**src/inc/wdt_pkg.sv**
```systemverilog
package wdt_pkg;

   // Register port widths.
   localparam int unsigned ADDR_W = 4;
   localparam int unsigned DATA_W = 8;

   // Register offsets.
   localparam logic [ADDR_W-1:0] OFF_CONTROL = 4'h0;
   localparam logic [ADDR_W-1:0] OFF_STATUS = 4'h1;
   localparam logic [ADDR_W-1:0] OFF_COUNT_LO = 4'h2;
   localparam logic [ADDR_W-1:0] OFF_COUNT_HI = 4'h3;

   // Control register field positions.
   localparam int unsigned CTL_ENABLE_BIT = 7;
   localparam int unsigned CTL_CLEAR_BIT = 6;
   localparam int unsigned CTL_IDLE_RUN_BIT = 5;
   localparam int unsigned CTL_PSEL_LSB = 0;
   localparam int unsigned PSEL_W = 3;

   // Status register field positions.
   localparam int unsigned STS_FLAG_BIT = 0;
   localparam int unsigned STS_RST_EN_BIT = 1;

   // Reset values.
   localparam logic [DATA_W-1:0] CONTROL_RESET = 8'h00;
   localparam logic [DATA_W-1:0] STATUS_RESET = 8'h00;

   // Timing counts, in system clock cycles or machine cycles, and counter widths in bits.
   localparam int unsigned MACHINE_CLKS = 12;
   localparam int unsigned RESET_MCYCLES = 2;
   localparam int unsigned COUNT_WIDTH = 14;
   localparam int unsigned PRESCALE_WIDTH = 8;

   // One register-port request.
   typedef struct packed {
      logic [ADDR_W-1:0] addr;
      logic [DATA_W-1:0] wdata;
      logic wr;
      logic rd;
   } reg_req_t;

   // Terminal count mask of the prescaler for each select code.
   function automatic logic [PRESCALE_WIDTH-1:0] psel_mask(
      input logic [PSEL_W-1:0] sel);
      logic [PRESCALE_WIDTH-1:0] m;
      m = 8'h01;
      case (sel)
         3'h0: m = 8'h01;
         3'h2: m = 8'h03;
         3'h1: m = 8'h07;
         3'h3: m = 8'h0f;
         3'h4: m = 8'h1f;
         3'h5: m = 8'h3f;
         3'h6: m = 8'h7f;
         3'h7: m = 8'hff;
         default: m = 8'h01;
      endcase
      return m;
   endfunction : psel_mask

endpackage : wdt_pkg

```
**src/logic/watchdog_timer_prescaled.sv**
```systemverilog
`timescale 1ns/1ns
// Overview of operation
// - The watchdog is a divider chain advanced once per machine cycle of the system clock whose selected tap sets the time-out interval.
// - At time-out a flag is set, and a system reset is raised only if the reset action is enabled.
// - After chip reset the watchdog is disabled and does not count until software enables it.
// - The chain counts while watchdog_enable is one (in idle only with watchdog_run_in_idle set) and stops while it is zero.
// - Writing one to watchdog_clear clears the 14-bit counter and the prescaler.
// - The counter, prescaler and watchdog_clear itself are cleared on the next instruction cycle after the write.
// - In idle the watchdog runs only when watchdog_run_in_idle is one, and that bit resets to zero.
// - The 3-bit prescale select gives ratios 000=2, 010=4, 001=8, 011=16, 100=32, 101=64, 110=128, 111=256.
// - The time-out period is 2 to the 14th times the prescaler ratio times 12 oscillator periods.
// - Chip reset clears the counter and prescaler to zero.
module watchdog_timer_prescaled #(
   parameter int unsigned MACHINE_CLKS = wdt_pkg::MACHINE_CLKS,
   parameter int unsigned COUNT_WIDTH = wdt_pkg::COUNT_WIDTH,
   parameter int unsigned RESET_MCYCLES = wdt_pkg::RESET_MCYCLES
) (
   input wire logic clk_sys_i,
   input wire logic reset_n_i,
   input wire wdt_pkg::reg_req_t reg_req_i,
   input wire logic idle_mode_i,
   output logic [wdt_pkg::DATA_W-1:0] rd_data_o,
   output logic timeout_flag_o,
   output logic sys_reset_o
);

   localparam int unsigned RESET_CLKS = RESET_MCYCLES * MACHINE_CLKS;
   localparam int unsigned MC_W = $clog2(MACHINE_CLKS + 1);
   localparam int unsigned RC_W = $clog2(RESET_CLKS + 1);
   localparam logic [MC_W-1:0] MC_LAST = MC_W'(MACHINE_CLKS - 1);
   localparam logic [RC_W-1:0] RC_LOAD = RC_W'(RESET_CLKS);
   localparam int unsigned PW = wdt_pkg::PRESCALE_WIDTH;

   generate
      if (MACHINE_CLKS < 2 || COUNT_WIDTH < 9 || COUNT_WIDTH > 16 ||
          RESET_MCYCLES < 2) begin : g_bad_params
         $error("watchdog_timer_prescaled: unsupported parameter values");
      end
   endgenerate

   logic [MC_W-1:0] mc_cnt_q;
   logic mc_tick;
   logic enable_q;
   logic clear_q;
   logic idle_run_q;
   logic [wdt_pkg::PSEL_W-1:0] psel_q;
   logic reset_enable_q;
   logic flag_q;
   logic [PW-1:0] pre_q;
   logic [COUNT_WIDTH-1:0] cnt_q;
   logic [RC_W-1:0] rst_cnt_q;
   logic sys_reset_q;
   logic [wdt_pkg::DATA_W-1:0] rd_data_q;
   logic running;
   logic pre_wrap;
   logic timeout;
   logic wd_fire;
   logic wr_ctl;
   logic wr_sts;
   logic [wdt_pkg::DATA_W-1:0] ctl_view;
   logic [wdt_pkg::DATA_W-1:0] sts_view;
   logic [15:0] cnt_wide;

   assign wr_ctl = reg_req_i.wr && (reg_req_i.addr == wdt_pkg::OFF_CONTROL);
   assign wr_sts = reg_req_i.wr && (reg_req_i.addr == wdt_pkg::OFF_STATUS);

   assign mc_tick = (mc_cnt_q == MC_LAST);

   always_ff @(posedge clk_sys_i or negedge reset_n_i) begin
      if (!reset_n_i) begin
         mc_cnt_q <= '0;
      end else if (mc_tick) begin
         mc_cnt_q <= '0;
      end else begin
         mc_cnt_q <= mc_cnt_q + MC_W'(1);
      end
   end

   assign running = enable_q && (!idle_mode_i || idle_run_q);

   assign pre_wrap = (pre_q == wdt_pkg::psel_mask(psel_q));

   assign timeout = mc_tick && running && !clear_q && pre_wrap &&
                    (&cnt_q);
   assign wd_fire = timeout && reset_enable_q;

   // Control register; a watchdog reset returns it to its reset state.
   always_ff @(posedge clk_sys_i or negedge reset_n_i) begin
      if (!reset_n_i) begin
         enable_q <= wdt_pkg::CONTROL_RESET[wdt_pkg::CTL_ENABLE_BIT];
         idle_run_q <= wdt_pkg::CONTROL_RESET[wdt_pkg::CTL_IDLE_RUN_BIT];
         psel_q <= wdt_pkg::CONTROL_RESET[wdt_pkg::CTL_PSEL_LSB +:
                                          wdt_pkg::PSEL_W];
      end else if (wd_fire) begin
         enable_q <= wdt_pkg::CONTROL_RESET[wdt_pkg::CTL_ENABLE_BIT];
         idle_run_q <= wdt_pkg::CONTROL_RESET[wdt_pkg::CTL_IDLE_RUN_BIT];
         psel_q <= wdt_pkg::CONTROL_RESET[wdt_pkg::CTL_PSEL_LSB +:
                                          wdt_pkg::PSEL_W];
      end else if (wr_ctl) begin
         enable_q <= reg_req_i.wdata[wdt_pkg::CTL_ENABLE_BIT];
         idle_run_q <= reg_req_i.wdata[wdt_pkg::CTL_IDLE_RUN_BIT];
         psel_q <= reg_req_i.wdata[wdt_pkg::CTL_PSEL_LSB +:
                                   wdt_pkg::PSEL_W];
      end
   end

   // Self-clearing clear request; a new write wins over the clearing tick.
   always_ff @(posedge clk_sys_i or negedge reset_n_i) begin
      if (!reset_n_i) begin
         clear_q <= wdt_pkg::CONTROL_RESET[wdt_pkg::CTL_CLEAR_BIT];
      end else if (wr_ctl && reg_req_i.wdata[wdt_pkg::CTL_CLEAR_BIT]) begin
         clear_q <= 1'b1;
      end else if (mc_tick || wd_fire) begin
         clear_q <= 1'b0;
      end
   end

   // Reset action enable and time-out flag.
   always_ff @(posedge clk_sys_i or negedge reset_n_i) begin
      if (!reset_n_i) begin
         reset_enable_q <= wdt_pkg::STATUS_RESET[wdt_pkg::STS_RST_EN_BIT];
      end else if (wr_sts) begin
         reset_enable_q <= reg_req_i.wdata[wdt_pkg::STS_RST_EN_BIT];
      end
   end

   always_ff @(posedge clk_sys_i or negedge reset_n_i) begin
      if (!reset_n_i) begin
         flag_q <= wdt_pkg::STATUS_RESET[wdt_pkg::STS_FLAG_BIT];
      end else if (timeout) begin
         flag_q <= 1'b1;
      end else if (wr_sts && !reg_req_i.wdata[wdt_pkg::STS_FLAG_BIT]) begin
         flag_q <= 1'b0;
      end
   end

   // Prescaler and time-out counter.
   always_ff @(posedge clk_sys_i or negedge reset_n_i) begin
      if (!reset_n_i) begin
         pre_q <= '0;
         cnt_q <= '0;
      end else if (wd_fire) begin
         pre_q <= '0;
         cnt_q <= '0;
      end else if (mc_tick && clear_q) begin
         pre_q <= '0;
         cnt_q <= '0;
      end else if (mc_tick && running) begin
         if (pre_wrap) begin
            pre_q <= '0;
            cnt_q <= cnt_q + COUNT_WIDTH'(1);
         end else begin
            pre_q <= pre_q + PW'(1);
         end
      end
   end

   // System reset pulse.
   always_ff @(posedge clk_sys_i or negedge reset_n_i) begin
      if (!reset_n_i) begin
         rst_cnt_q <= '0;
         sys_reset_q <= 1'b0;
      end else if (wd_fire) begin
         rst_cnt_q <= RC_LOAD;
         sys_reset_q <= 1'b1;
      end else if (rst_cnt_q > RC_W'(1)) begin
         rst_cnt_q <= rst_cnt_q - RC_W'(1);
      end else begin
         rst_cnt_q <= '0;
         sys_reset_q <= 1'b0;
      end
   end

   // Read views.
   always_comb begin
      ctl_view = '0;
      ctl_view[wdt_pkg::CTL_ENABLE_BIT] = enable_q;
      ctl_view[wdt_pkg::CTL_CLEAR_BIT] = clear_q;
      ctl_view[wdt_pkg::CTL_IDLE_RUN_BIT] = idle_run_q;
      ctl_view[wdt_pkg::CTL_PSEL_LSB +: wdt_pkg::PSEL_W] = psel_q;
      sts_view = '0;
      sts_view[wdt_pkg::STS_FLAG_BIT] = flag_q;
      sts_view[wdt_pkg::STS_RST_EN_BIT] = reset_enable_q;
      cnt_wide = 16'(cnt_q);
   end

   always_ff @(posedge clk_sys_i or negedge reset_n_i) begin
      if (!reset_n_i) begin
         rd_data_q <= '0;
      end else if (reg_req_i.rd) begin
         case (reg_req_i.addr)
            wdt_pkg::OFF_CONTROL: rd_data_q <= ctl_view;
            wdt_pkg::OFF_STATUS: rd_data_q <= sts_view;
            wdt_pkg::OFF_COUNT_LO: rd_data_q <= cnt_wide[7:0];
            wdt_pkg::OFF_COUNT_HI: rd_data_q <= cnt_wide[15:8];
            default: rd_data_q <= '0;
         endcase
      end else begin
         rd_data_q <= '0;
      end
   end

   assign rd_data_o = rd_data_q;
   assign timeout_flag_o = flag_q;
   assign sys_reset_o = sys_reset_q;

endmodule : watchdog_timer_prescaled

```
**config.mk**
```make
export PLATFORM = sky130hd
export DESIGN_NAME = watchdog_timer_prescaled
export DESIGN_NICKNAME = d
export VERILOG_FILES = /design/src/inc/wdt_pkg.sv /design/src/logic/watchdog_timer_prescaled.sv
export SDC_FILE = /design/constraint.sdc
export NUM_CORES = 1
export LEC_CHECK = 0
export ABC_AREA = 1
export BUFFER_PORTS_ARGS = -buffer_cell sky130_fd_sc_hd__buf_2
export CAP_MARGIN = 20
export CELL_PAD_IN_SITES_DETAIL_PLACEMENT = 1
export CELL_PAD_IN_SITES_GLOBAL_PLACEMENT = 2
export CORE_MARGIN = 1
export CORE_UTILIZATION = 34
export CTS_CLUSTER_DIAMETER = 120
export DETAILED_ROUTE_END_ITERATION = 16
export PLACE_DENSITY_LB_ADDON = 0.1
export SLEW_MARGIN = 0
export SYNTH_ARGS = -nofsm -noshare
export SYNTH_HDL_FRONTEND = slang
export SYNTH_SLANG_ARGS = --single-unit
export TNS_END_PERCENT = 5
```
**constraint.sdc**
```tcl
create_clock -name clk_sys_i -period 2.1 [get_ports clk_sys_i]
set_input_delay 0.525 -clock clk_sys_i [delete_from_list [all_inputs] [get_ports clk_sys_i]]
set_output_delay 0.525 -clock clk_sys_i [all_outputs]
set_load 0.01 [all_outputs]
```
; ---- Word-level counts from Yosys, hierarchy flattened
; Memories as Yosys holds them, arrays and structs flattened.
; Cells that the tools add are included.
[word_totals]
ff_bits = 48
latchBits = 0
ram_bits = 0
mem_bits_ro = 56
in_bits = 17
out_inout_bits = 10
word_cells = 73
memories = 1
[classes]
add_sub_neg = 4
multipliers = 0
div = 0
magnitude_cmp = 1
n_eq_ne = 6
n_shift = 0
mux = 25
n_bitwise = 0
reduce_logical = 24
[mem_list]
columns = name, depth, width, rd, rd_clocked_by_memory_dff, wr, line_no
row1 = (name not given), 8, 7, 1, 0, 0, wdt_pkg.sv:47  ; case (sel)
[op_table]
columns = operator, n
row1 = two-way mux 14 bit, 4
row2 = two-way mux 8 bit, 5
row3 = case mux 8 bit (4 select lines), 1
row4 = "adder 14 x 1 -> 14 bit, second input constant", 1
row5 = AND reduction 14 bit, 1
row6 = logical AND 1 bit, 11
row7 = two-way mux 1 bit, 10
row8 = two-way mux 5 bit, 2
row9 = "adder 8 x 1 -> 8 bit, second input constant", 1
row10 = "== test 4 x 2 -> 1 bit, second input constant", 2
row11 = == test 8 bit, 1
row12 = two-way mux 3 bit, 2
row13 = nonzero test 2 bit, 3
row14 = nonzero test 3 bit, 2
row15 = "> comparator 5 x 1 -> 1 bit, second input constant", 1
row16 = "subtractor 5 x 1 -> 5 bit, second input constant", 1
row17 = "adder 4 x 1 -> 4 bit, second input constant", 1
row18 = "== test 4 x 1 -> 1 bit, second input constant", 1
row19 = "== test 4 bit, second input constant", 1
row20 = zero test 4 bit, 1
row21 = two-way mux 4 bit, 1
row22 = zero test 1 bit, 3
row23 = logical OR 1 bit, 2
row24 = "inequality test 2 bit, second input constant", 1
row25 = AND reduction 2 bit, 1

; ---- Depth between registers and ports, before layout
; Gate-level depths: netlist of run 1.
[logic_depth]
word_depth = 11
mapped_depth = 13
ltp_nobuf = 11

; ---- Worst setup path before layout of run 1
; No wires, ideal clock.
[synth_timing]
kind = input -> register
startpoint = in reg_req_i[13] (netlist bit)
endpoint = reg rd_data_q (netlist bit rd_data_o[2])
setup_ns = 0.063
arrival_ns = 1.517
required_time_ns = 2.037
path_slack_ns = 0.520
cell_stages = 7
n_path_buf = 0
cell_sequence = nor2_1 > inv_1 > nor3_1 > nand2_1 > o211ai_1 > nand2_1 > inv_1
[synth_via]
elab_chain_cells = 3
word_cells_on_any_way = 6
[synth_rtl]
columns = element, line_no
row1 = "start, declared", watchdog_timer_prescaled.sv:20  ; input wire wdt_pkg::reg_req_t reg_req_i,
row2 = "== test 4 x 2 -> 1 bit, or another cell as far along", watchdog_timer_prescaled.sv:191  ; case (reg_req_i.addr)
row3 = case mux 8 bit (4 select lines) *, watchdog_timer_prescaled.sv:191
row4 = two-way mux 8 bit *, watchdog_timer_prescaled.sv:190  ; end else if (reg_req_i.rd) begin
row5 = "end signal, assigned", watchdog_timer_prescaled.sv:192  ; wdt_pkg::OFF_CONTROL: rd_data_q <= ctl_view;
row6 = "end signal, assigned", watchdog_timer_prescaled.sv:193  ; wdt_pkg::OFF_STATUS: rd_data_q <= sts_view;
row7 = "end signal, assigned", watchdog_timer_prescaled.sv:194  ; wdt_pkg::OFF_COUNT_LO: rd_data_q <= cnt_wide[7:0];
row8 = "end, declared", watchdog_timer_prescaled.sv:53  ; logic [wdt_pkg::DATA_W-1:0] rd_data_q;
; Every way passes the cells marked *; elsewhere a longest branch is shown, timed or not.
; A chain may end at the register's enable or synchronous reset.

; ---- Final worst setup path of run 1
[layout_timing]
startpoint = reg psel_q[2] (netlist bit)
endpoint = reg sys_reset_q, in the netlist sys_reset_o
[layout_via]
elab_chain_cells = 6
word_cells_on_any_way = 7
[layout_rtl]
columns = element, line_no
row1 = "start, declared", watchdog_timer_prescaled.sv:46  ; logic [wdt_pkg::PSEL_W-1:0] psel_q;
row2 = "start signal, assigned", watchdog_timer_prescaled.sv:92  ; psel_q <= wdt_pkg::CONTROL_RESET[wdt_pkg::CTL_PSEL_LSB +:
row3 = "start signal, assigned", watchdog_timer_prescaled.sv:97  ; psel_q <= wdt_pkg::CONTROL_RESET[wdt_pkg::CTL_PSEL_LSB +:
row4 = "start signal, assigned", watchdog_timer_prescaled.sv:102  ; psel_q <= reg_req_i.wdata[wdt_pkg::CTL_PSEL_LSB +:
row5 = memory read (8 x 7 bit) *, --
row6 = == test 8 bit *, watchdog_timer_prescaled.sv:81  ; assign pre_wrap = (pre_q == wdt_pkg::psel_mask(psel_q));
row7 = logical AND 1 bit * (2 in a row), watchdog_timer_prescaled.sv:83  ; assign timeout = mc_tick && running && !clear_q && pre_wrap &&
row8 = logical AND 1 bit *, watchdog_timer_prescaled.sv:85  ; assign wd_fire = timeout && reset_enable_q;
row9 = inequality test 2 bit (no line) or two-way mux 1 bit (tied branches), --
row10 = "end signal, assigned", watchdog_timer_prescaled.sv:162  ; sys_reset_q <= 1'b0;
row11 = "end signal, assigned", watchdog_timer_prescaled.sv:165  ; sys_reset_q <= 1'b1;
row12 = "end signal, assigned", watchdog_timer_prescaled.sv:170  ; sys_reset_q <= 1'b0;
row13 = "end, declared", watchdog_timer_prescaled.sv:52  ; logic sys_reset_q;
; Marked as above.

==> run_results.csv, run 1 <==
group,metric,value,unit
yosys,yosysTopAreaCell,"dfrtp_1",
job,cap_violations,0,
setup_path,critPathArrivalTime,2.09,ns
sta,setup_viol,0,
cts,tritoncts,"yes",
placed_design,dp_hpwl,5820,um
yosys,ys_seq_area_share,43.3,%
routing,drcViolationCount,0,
setup_path,end_kind,"flip-flop",
setup_path,worstSetupStartpoint,"psel_q[2]",
cts,post_cts_buffers,0,
placed_design,place_congestion,0.838,
cts,numCtsBuffers,5,
yosys,synth_fp_nets,397,
setup_path,critPathMaxFanout,8,
yosys,synth_area_per_cell,7.39,sq um
setup_path,crit_family,"simple AND/OR/NAND/NOR gates",
placed_design,dp.cells,512,
finish,regArea,1200,sq um
setup_path,cp_slowest_cell,"dfrtp_1",
setup_path,rrSetupSlack,0.24,ns
global_routing,grt_pass1_vias,2611,
pwr,power.switching,0.000602,W
floorplanning,io_pins,27,
yosys,ys_warn_count,0,
floorplanning,coreArea,7810,sq um
setup_path,crit_top_cell,"nand2_1",
floorplanning,die-area,8520,sq um
finish,drive_gt1_share,17.0,%
setup_path,critical_path.cell_chain,"nand2_1 -> nand3_1 -> nand2_1 -> nor2_1 -> nand2_1 -> nor2_1 -> nand4_1 -> buf_4 -> o21ai_0",
setup_path,r2r_end,"sys_reset_o",
routing,wirelength,7390,um
routing,firstDrtPassIters,4,
pwr,seqPwrFrac,54.5,%
cts,clk_pin_slew,0.10,ns
setup_path,worstPathRequired,2.33,ns
setup_path,cpPeakStageDelay,0.54,ns
finish,layout.cells.non_filler,519,
cts,cts_max_level,2,
cts,clock_sinks,48,
cts,clock_path_buffers,2,
routing,wl_per_cell,14.2,um
pwr,clock_power_share,28.6,%
sta,tns,0,ns
pwr,powerDensity,599,nW/um^2
sta,fin_ws,0.241,ns
setup_path,path_buf_inv,1,
global_routing,grt_max_degree,31,
cts,insertion_delay,0.31,ns
cts,cts_hold_buf,0,
pwr,switching_share,31.3,%
sta,final_max_slew_viol_count,0,
sta,fmax,538,MHz
yosys,synthCells,375,
yosys,synth.area.top_cells,"dfrtp_1, nand2_1, inv_1, nand3_1, nor2_1",
finish,final_area,3210,sq um
yosys,ys_ff_latch,48,
sta,tightest_slew,0.503,ns
pwr,power.leakage,1.59,nW
sta,rsz0062_at_grt,"no",
setup_path,start_kind,"flip-flop",
finish,layout.nets,439,
finish,fill_cells,1020,
pwr,combPwrFrac,16.9,%
run_status,outcome,"complete, no violations",
finish,area_growth,15.9,%
routing,drtAntennaViolNets,0,
finish,multi_input_area,1340,sq um
floorplanning,dieHeight,92.3,um
sta,fin_skew,0.0117,ns
yosys,synthDominantCellAreaShare,43.3,%
finish,antennaDiodeCount,0,
placed_design,io_buffers,24,
yosys,syn_area,2770,sq um
global_routing,overflow,0,
cts,cts-root-buf,"clkbuf_8",
floorplanning,rows,32,
sta,finalCritPeriodShare,88.5,%
global_routing,antenna_found_initial,0,
sta,relSlewSlack,66.5,%
routing,vias_per_cell,4.87,
sta,hold_violations,0,
floorplanning,fp.dieW,92.3,um
routing,first_iter_violations,34,
placed_design,dpl_cell_area,3120,sq um
sta,fin_crit,1.86,ns
setup_path,rr_startpoint,"psel_q[2]",
setup_path,crit_type,"reg -> reg",
placed_design,place_ws,0.131,ns
yosys,synth.distinct_cells,29,
hold_path,hold_class,"in -> async",
global_routing,grt_pass1_wl,12800,um
setup_path,rr_worst_depth,9,
pwr,p_int,0.00132,W
routing,via_count,2526,
pwr,ir_drop,0.000289,V
global_routing,grtUsageTotal,19.0,%
floorplanning,initial_core_util,35.5,%
==> Yosys cell counts, drive strengths merged <==
cell type	n
a21oi	11
a221oi	2
buf	6
clkbuf	2
clkinv	1
dfrtp	48
ha	5
inv	45
nand2	111
nand3	33
nand4	10
nor2	46
nor3	12
nor4	1
o211ai	2
o21ai	24
o21bai	2
o22ai	3
or2	3
xnor2	3
xor2	5
==> repair_timing <==
action                                  4_1_cts  5_1_grt
endpoints found under the setup margin        0       20
endpoints found under the hold margin         0        0
resized for setup                             0        4
==> power groups by stage <==
stage / logic, W / clock network (W) / registers (W)
after floorplan: 0.000240 / 0 / 0.00104
after CTS: 0.000330 / 0.000570 / 0.00105
after global routing: 0.000384 / 0.000593 / 0.00106
final: 0.000325 / 0.000551 / 0.00105
after global placement: 0.000320 / 0 / 0.00107
after detailed placement: 0.000328 / 0 / 0.00107
==> how the worst max path moves through the flow <==
stage | to | cells past startpoint
finish | sys_reset_o | 9
global route | sys_reset_o | 8
CTS | pre_q[6] | 8
detailed placement | pre_q[6] | 8
global placement | pre_q[6] | 8
floorplan | rd_data_o[2] | 7
==> logic make-up after synthesis <==
| family | Yosys count | share of synthesized area [%] |
|---|---|---|
| adders and majority gates | 5 | 2.26 |
| AOI/OAI and AO/OA | 44 | 9.93 |
| buffers and inverters | 54 | 8.58 |
| xor gates and xnor gates | 8 | 2.53 |
| DFF | 48 | 43.3 |
| and+or+nand+nor | 216 | 33.4 |
==> final cells by class <==
type,instances,area share (%)
Timing Repair Buffer,43,8.96
Tap cell,102,3.97
Sequential cell,48,37.4
Clock buffer,5,2.14
Clock inverter,2,0.389
Multi-Input combinational cell,273,41.8
Inverter,46,5.37
==> routing by layer <==
| metal | GRT usage (%) | up-vias | routed length, um |
|---|---|---|---|
| li1 | - | 1287 | - |
| met1 | 25.5 | 1215 | 3550 |
| met2 | 33.0 | 19 | 3650 |
| met3 | 2.24 | 5 | 130 |
| met4 | 3.52 | 0 | 56 |
| met5 | 0 | - | 0 |
==> state kept, by name, summed over array words and instances, names as in the netlist <==
register and cells:
reset_enable_q 1, rst_cnt_q 5, sys_reset_o 1, cnt_q 14, pre_q 8, timeout_flag_o 1
rd_data_o 8, psel_q 3, enable_q 1, clear_q 1, idle_run_q 1, mc_cnt_q 4
==> placed cells by master, fill, tap and decap left out, types with 2 or more instances in the layout <==
cell type / n
o21ai_2: 6
nand3_1: 33
nor2_1: 43
or2_2: 3
a21oi_1: 11
nor2_4: 2
o21ai_0: 18
nand2_1: 105
buf_2: 24
xor2_1: 5
buf_4: 17
a221oi_1: 2
clkbuf_8: 5
nor3_1: 12
buf_12: 2
inv_1: 43
o211ai_1: 2
inv_2: 2
dfrtp_1: 48
nand2_2: 6
o22ai_1: 3
xnor2_1: 3
nand4_1: 10
ha_1: 5
==> stage by stage <==
| stage | power [W] | utilization (%) | hold WS [ns] |
|---|---|---|---|
| after floorplan | 0.00128 | - | 0.229 |
| after global placement | 0.00139 | 40.0 | 0.454 |
| after detailed placement | 0.00139 | 40.0 | 0.455 |
| after CTS | 0.00195 | 41.0 | 0.195 |
| after global routing | 0.00204 | 41.2 | 0.218 |
| final | 0.00193 | 41.2 | 0.173 |
Note: power is estimated with default switching activity, not from simulation.
==> run 2, diff against run 1 <==
==> constraint.sdc (replaced) <==
create_clock -name clk_sys_i -period 2.1 [get_ports clk_sys_i]
set_input_delay 0.21 -clock clk_sys_i [delete_from_list [all_inputs] [get_ports clk_sys_i]]
set_output_delay 0.21 -clock clk_sys_i [all_outputs]
set_load 0.01 [all_outputs]
==> run_results.csv, run 2 (same netlist as run 1, synthesis figures left out) <==
group,metric,value,unit
sta,tightest_slew,0.588,ns
hold_path,holdPathEnd,"clear_q",
sta,fmax,530,MHz
placed_design,place_congestion,0.828,
placed_design,dp.cells,506,
sta,rsz0062_at_grt,"yes",
finish,finalCoreUtilization,40.7,%
pwr,power.switching,0.000585,W
sta,hold_violations,0,
global_routing,grt_max_degree,26,
routing,first_iter_violations,43,
pwr,p_int,0.00132,W
sta,fin_hold_ws,0.115,ns
finish,layout.cells.non_filler,514,
floorplanning,die-area,8520,sq um
sta,setup_viol,0,
placed_design,io_buffers,24,
setup_path,rr_startpoint,"psel_q[2]",
sta,fin_ws,0.214,ns
pwr,clock_power_share,28.0,%
global_routing,grtUsageTotal,19.4,%
finish,area_growth,14.6,%
cts,cts-root-buf,"clkbuf_8",
cts,cts_max_level,2,
floorplanning,rows,32,
placed_design,dp_hpwl,5880,um
pwr,ir_drop,0.000325,V
finish,layout.nets,434,
global_routing,grt_pass1_wl,12900,um
routing,firstDrtPassIters,4,
finish,fill_cells,1017,
hold_path,min-delay-start,"reg_req_i[8]",
floorplanning,fp.dieW,92.3,um
setup_path,end_kind,"flip-flop",
cts,numCtsBuffers,5,
setup_path,critPathArrivalTime,2.10,ns
routing,drcViolationCount,0,
setup_path,rrSetupSlack,0.21,ns
cts,clock_path_buffers,2,
pwr,seqPwrFrac,55.1,%
routing,via_count,2528,
setup_path,critPathMaxFanout,8,
pwr,power.leakage,1.56,nW
cts,tritoncts,"yes",
sta,finalCritPeriodShare,89.8,%
floorplanning,coreArea,7810,sq um
setup_path,crit_type,"reg -> reg",
sta,final_max_slew_viol_count,0,
placed_design,place_ws,0.150,ns
sta,fin_crit,1.89,ns
setup_path,r2r_end,"sys_reset_o",
routing,drtAntennaViolNets,0,
finish,largest_reg_flops,14,
pwr,powerDensity,601,nW/um^2
sta,fin_skew,0.00621,ns
routing,wirelength,7430,um
cts,clk_pin_slew,0.09,ns
cts,insertion_delay,0.29,ns
job,cap_violations,0,
global_routing,antenna_found_initial,0,
finish,final_common_cell,"nand2_1",
finish,antennaDiodeCount,0,
pwr,switching_share,30.7,%
finish,largest-register,"cnt_q",
global_routing,overflow,0,
cts,clock_sinks,48,
finish,drive_gt1_share,15.3,%
hold_path,hold_depth,3,
finish,regArea,1200,sq um
routing,vias_per_cell,4.92,
global_routing,grt_pass1_vias,2698,
setup_path,start_kind,"flip-flop",
floorplanning,initial_core_util,35.5,%
routing,wl_per_cell,14.4,um
finish,multi_input_area,1340,sq um
run_status,outcome,"complete, no violations",
pwr,combPwrFrac,16.9,%
cts,post_cts_buffers,0,
setup_path,worstPathRequired,2.32,ns
floorplanning,dieHeight,92.3,um
floorplanning,io_pins,27,
hold_path,hold_class,"in -> reg",
setup_path,rr_worst_depth,10,
sta,relSlewSlack,60.8,%
finish,layout_common_cells,"nand2_1, dfrtp_1, inv_1, nor2_1, nand3_1",
-- run 2: cell types whose count changed in the layout (fill, tap and decap cells not counted) --
cell           before  now
buf_4              17   11
dlygate4sd3_1       0    1
nand2_1           105  106
nand2_2             6    5
inv_2               2    1
inv_1              43   44
-- run 2: how the worst max path moves through the flow --
stage / startpoint / to / slack (ns)
after floorplan: cnt_q[0] / enable_q / 0.58
after global placement: psel_q[2] / enable_q / 0.24
after detailed placement: mc_cnt_q[0] / pre_q[5] / 0.15
after CTS: mc_cnt_q[0] / pre_q[5] / 0.13
after global routing: mc_cnt_q[0] / pre_q[6] / -0.01
final: psel_q[2] / sys_reset_o / 0.21
-- run 2: power by group through the flow --
stage,Clock [W],Sequential [W],Combinational (W)
finish,0.000534,0.00105,0.000323
global route,0.000589,0.00106,0.000388
detailed placement,0,0.00107,0.000327
floorplan,0,0.00104,0.000240
CTS,0.000565,0.00105,0.000329
global placement,0,0.00107,0.000314
-- run 2: stage by stage --
step,setup TNS (ns),instance area [sq um],total power (W)
floorplan,0,2770,0.00128
global route,-0.0110,3180,0.00203
CTS,0,3170,0.00195
finish,0,3180,0.00191
global placement,0,3080,0.00138
detailed placement,0,3080,0.00140
-- run 2: layout make-up --
class / count / area share, %
Clock buffer: 5 / 2.17
Clock inverter: 2 / 0.394
Inverter: 46 / 5.44
Multi-Input combinational cell: 273 / 42.2
Sequential cell: 48 / 37.8
Tap cell: 102 / 4.02
Timing Repair Buffer: 38 / 7.96
-- run 2: timing repair --
item	in CTS	in global routing
setup endpoints to repair	0	18
endpoints found under the hold margin	23	0
resized for setup	0	2
hold buffers	1	0
-- run 2: worst max-delay path, stage by stage (launching register included) --
cell and delay [ns]:
dfrtp_1 0.50, inv_1 0.20, nand2_1 0.10, nand2_1 0.07, nand2_1 0.05, nor2_1 0.08
nand2_1 0.06, nor2_1 0.20, nand4_1 0.21, buf_4 0.20, o21ai_0 0.14
-- run 2: per-layer routing --
| layer | track usage (%) | up-vias | part of all wire (%) |
|---|---|---|---|
| met5 | 0 | - | 0 |
| met4 | 2.73 | 0 | 0.34 |
| met3 | 2.82 | 2 | 1.6 |
| met2 | 35.5 | 14 | 51 |
| met1 | 24.5 | 1232 | 47 |
| li1 | - | 1280 | - |
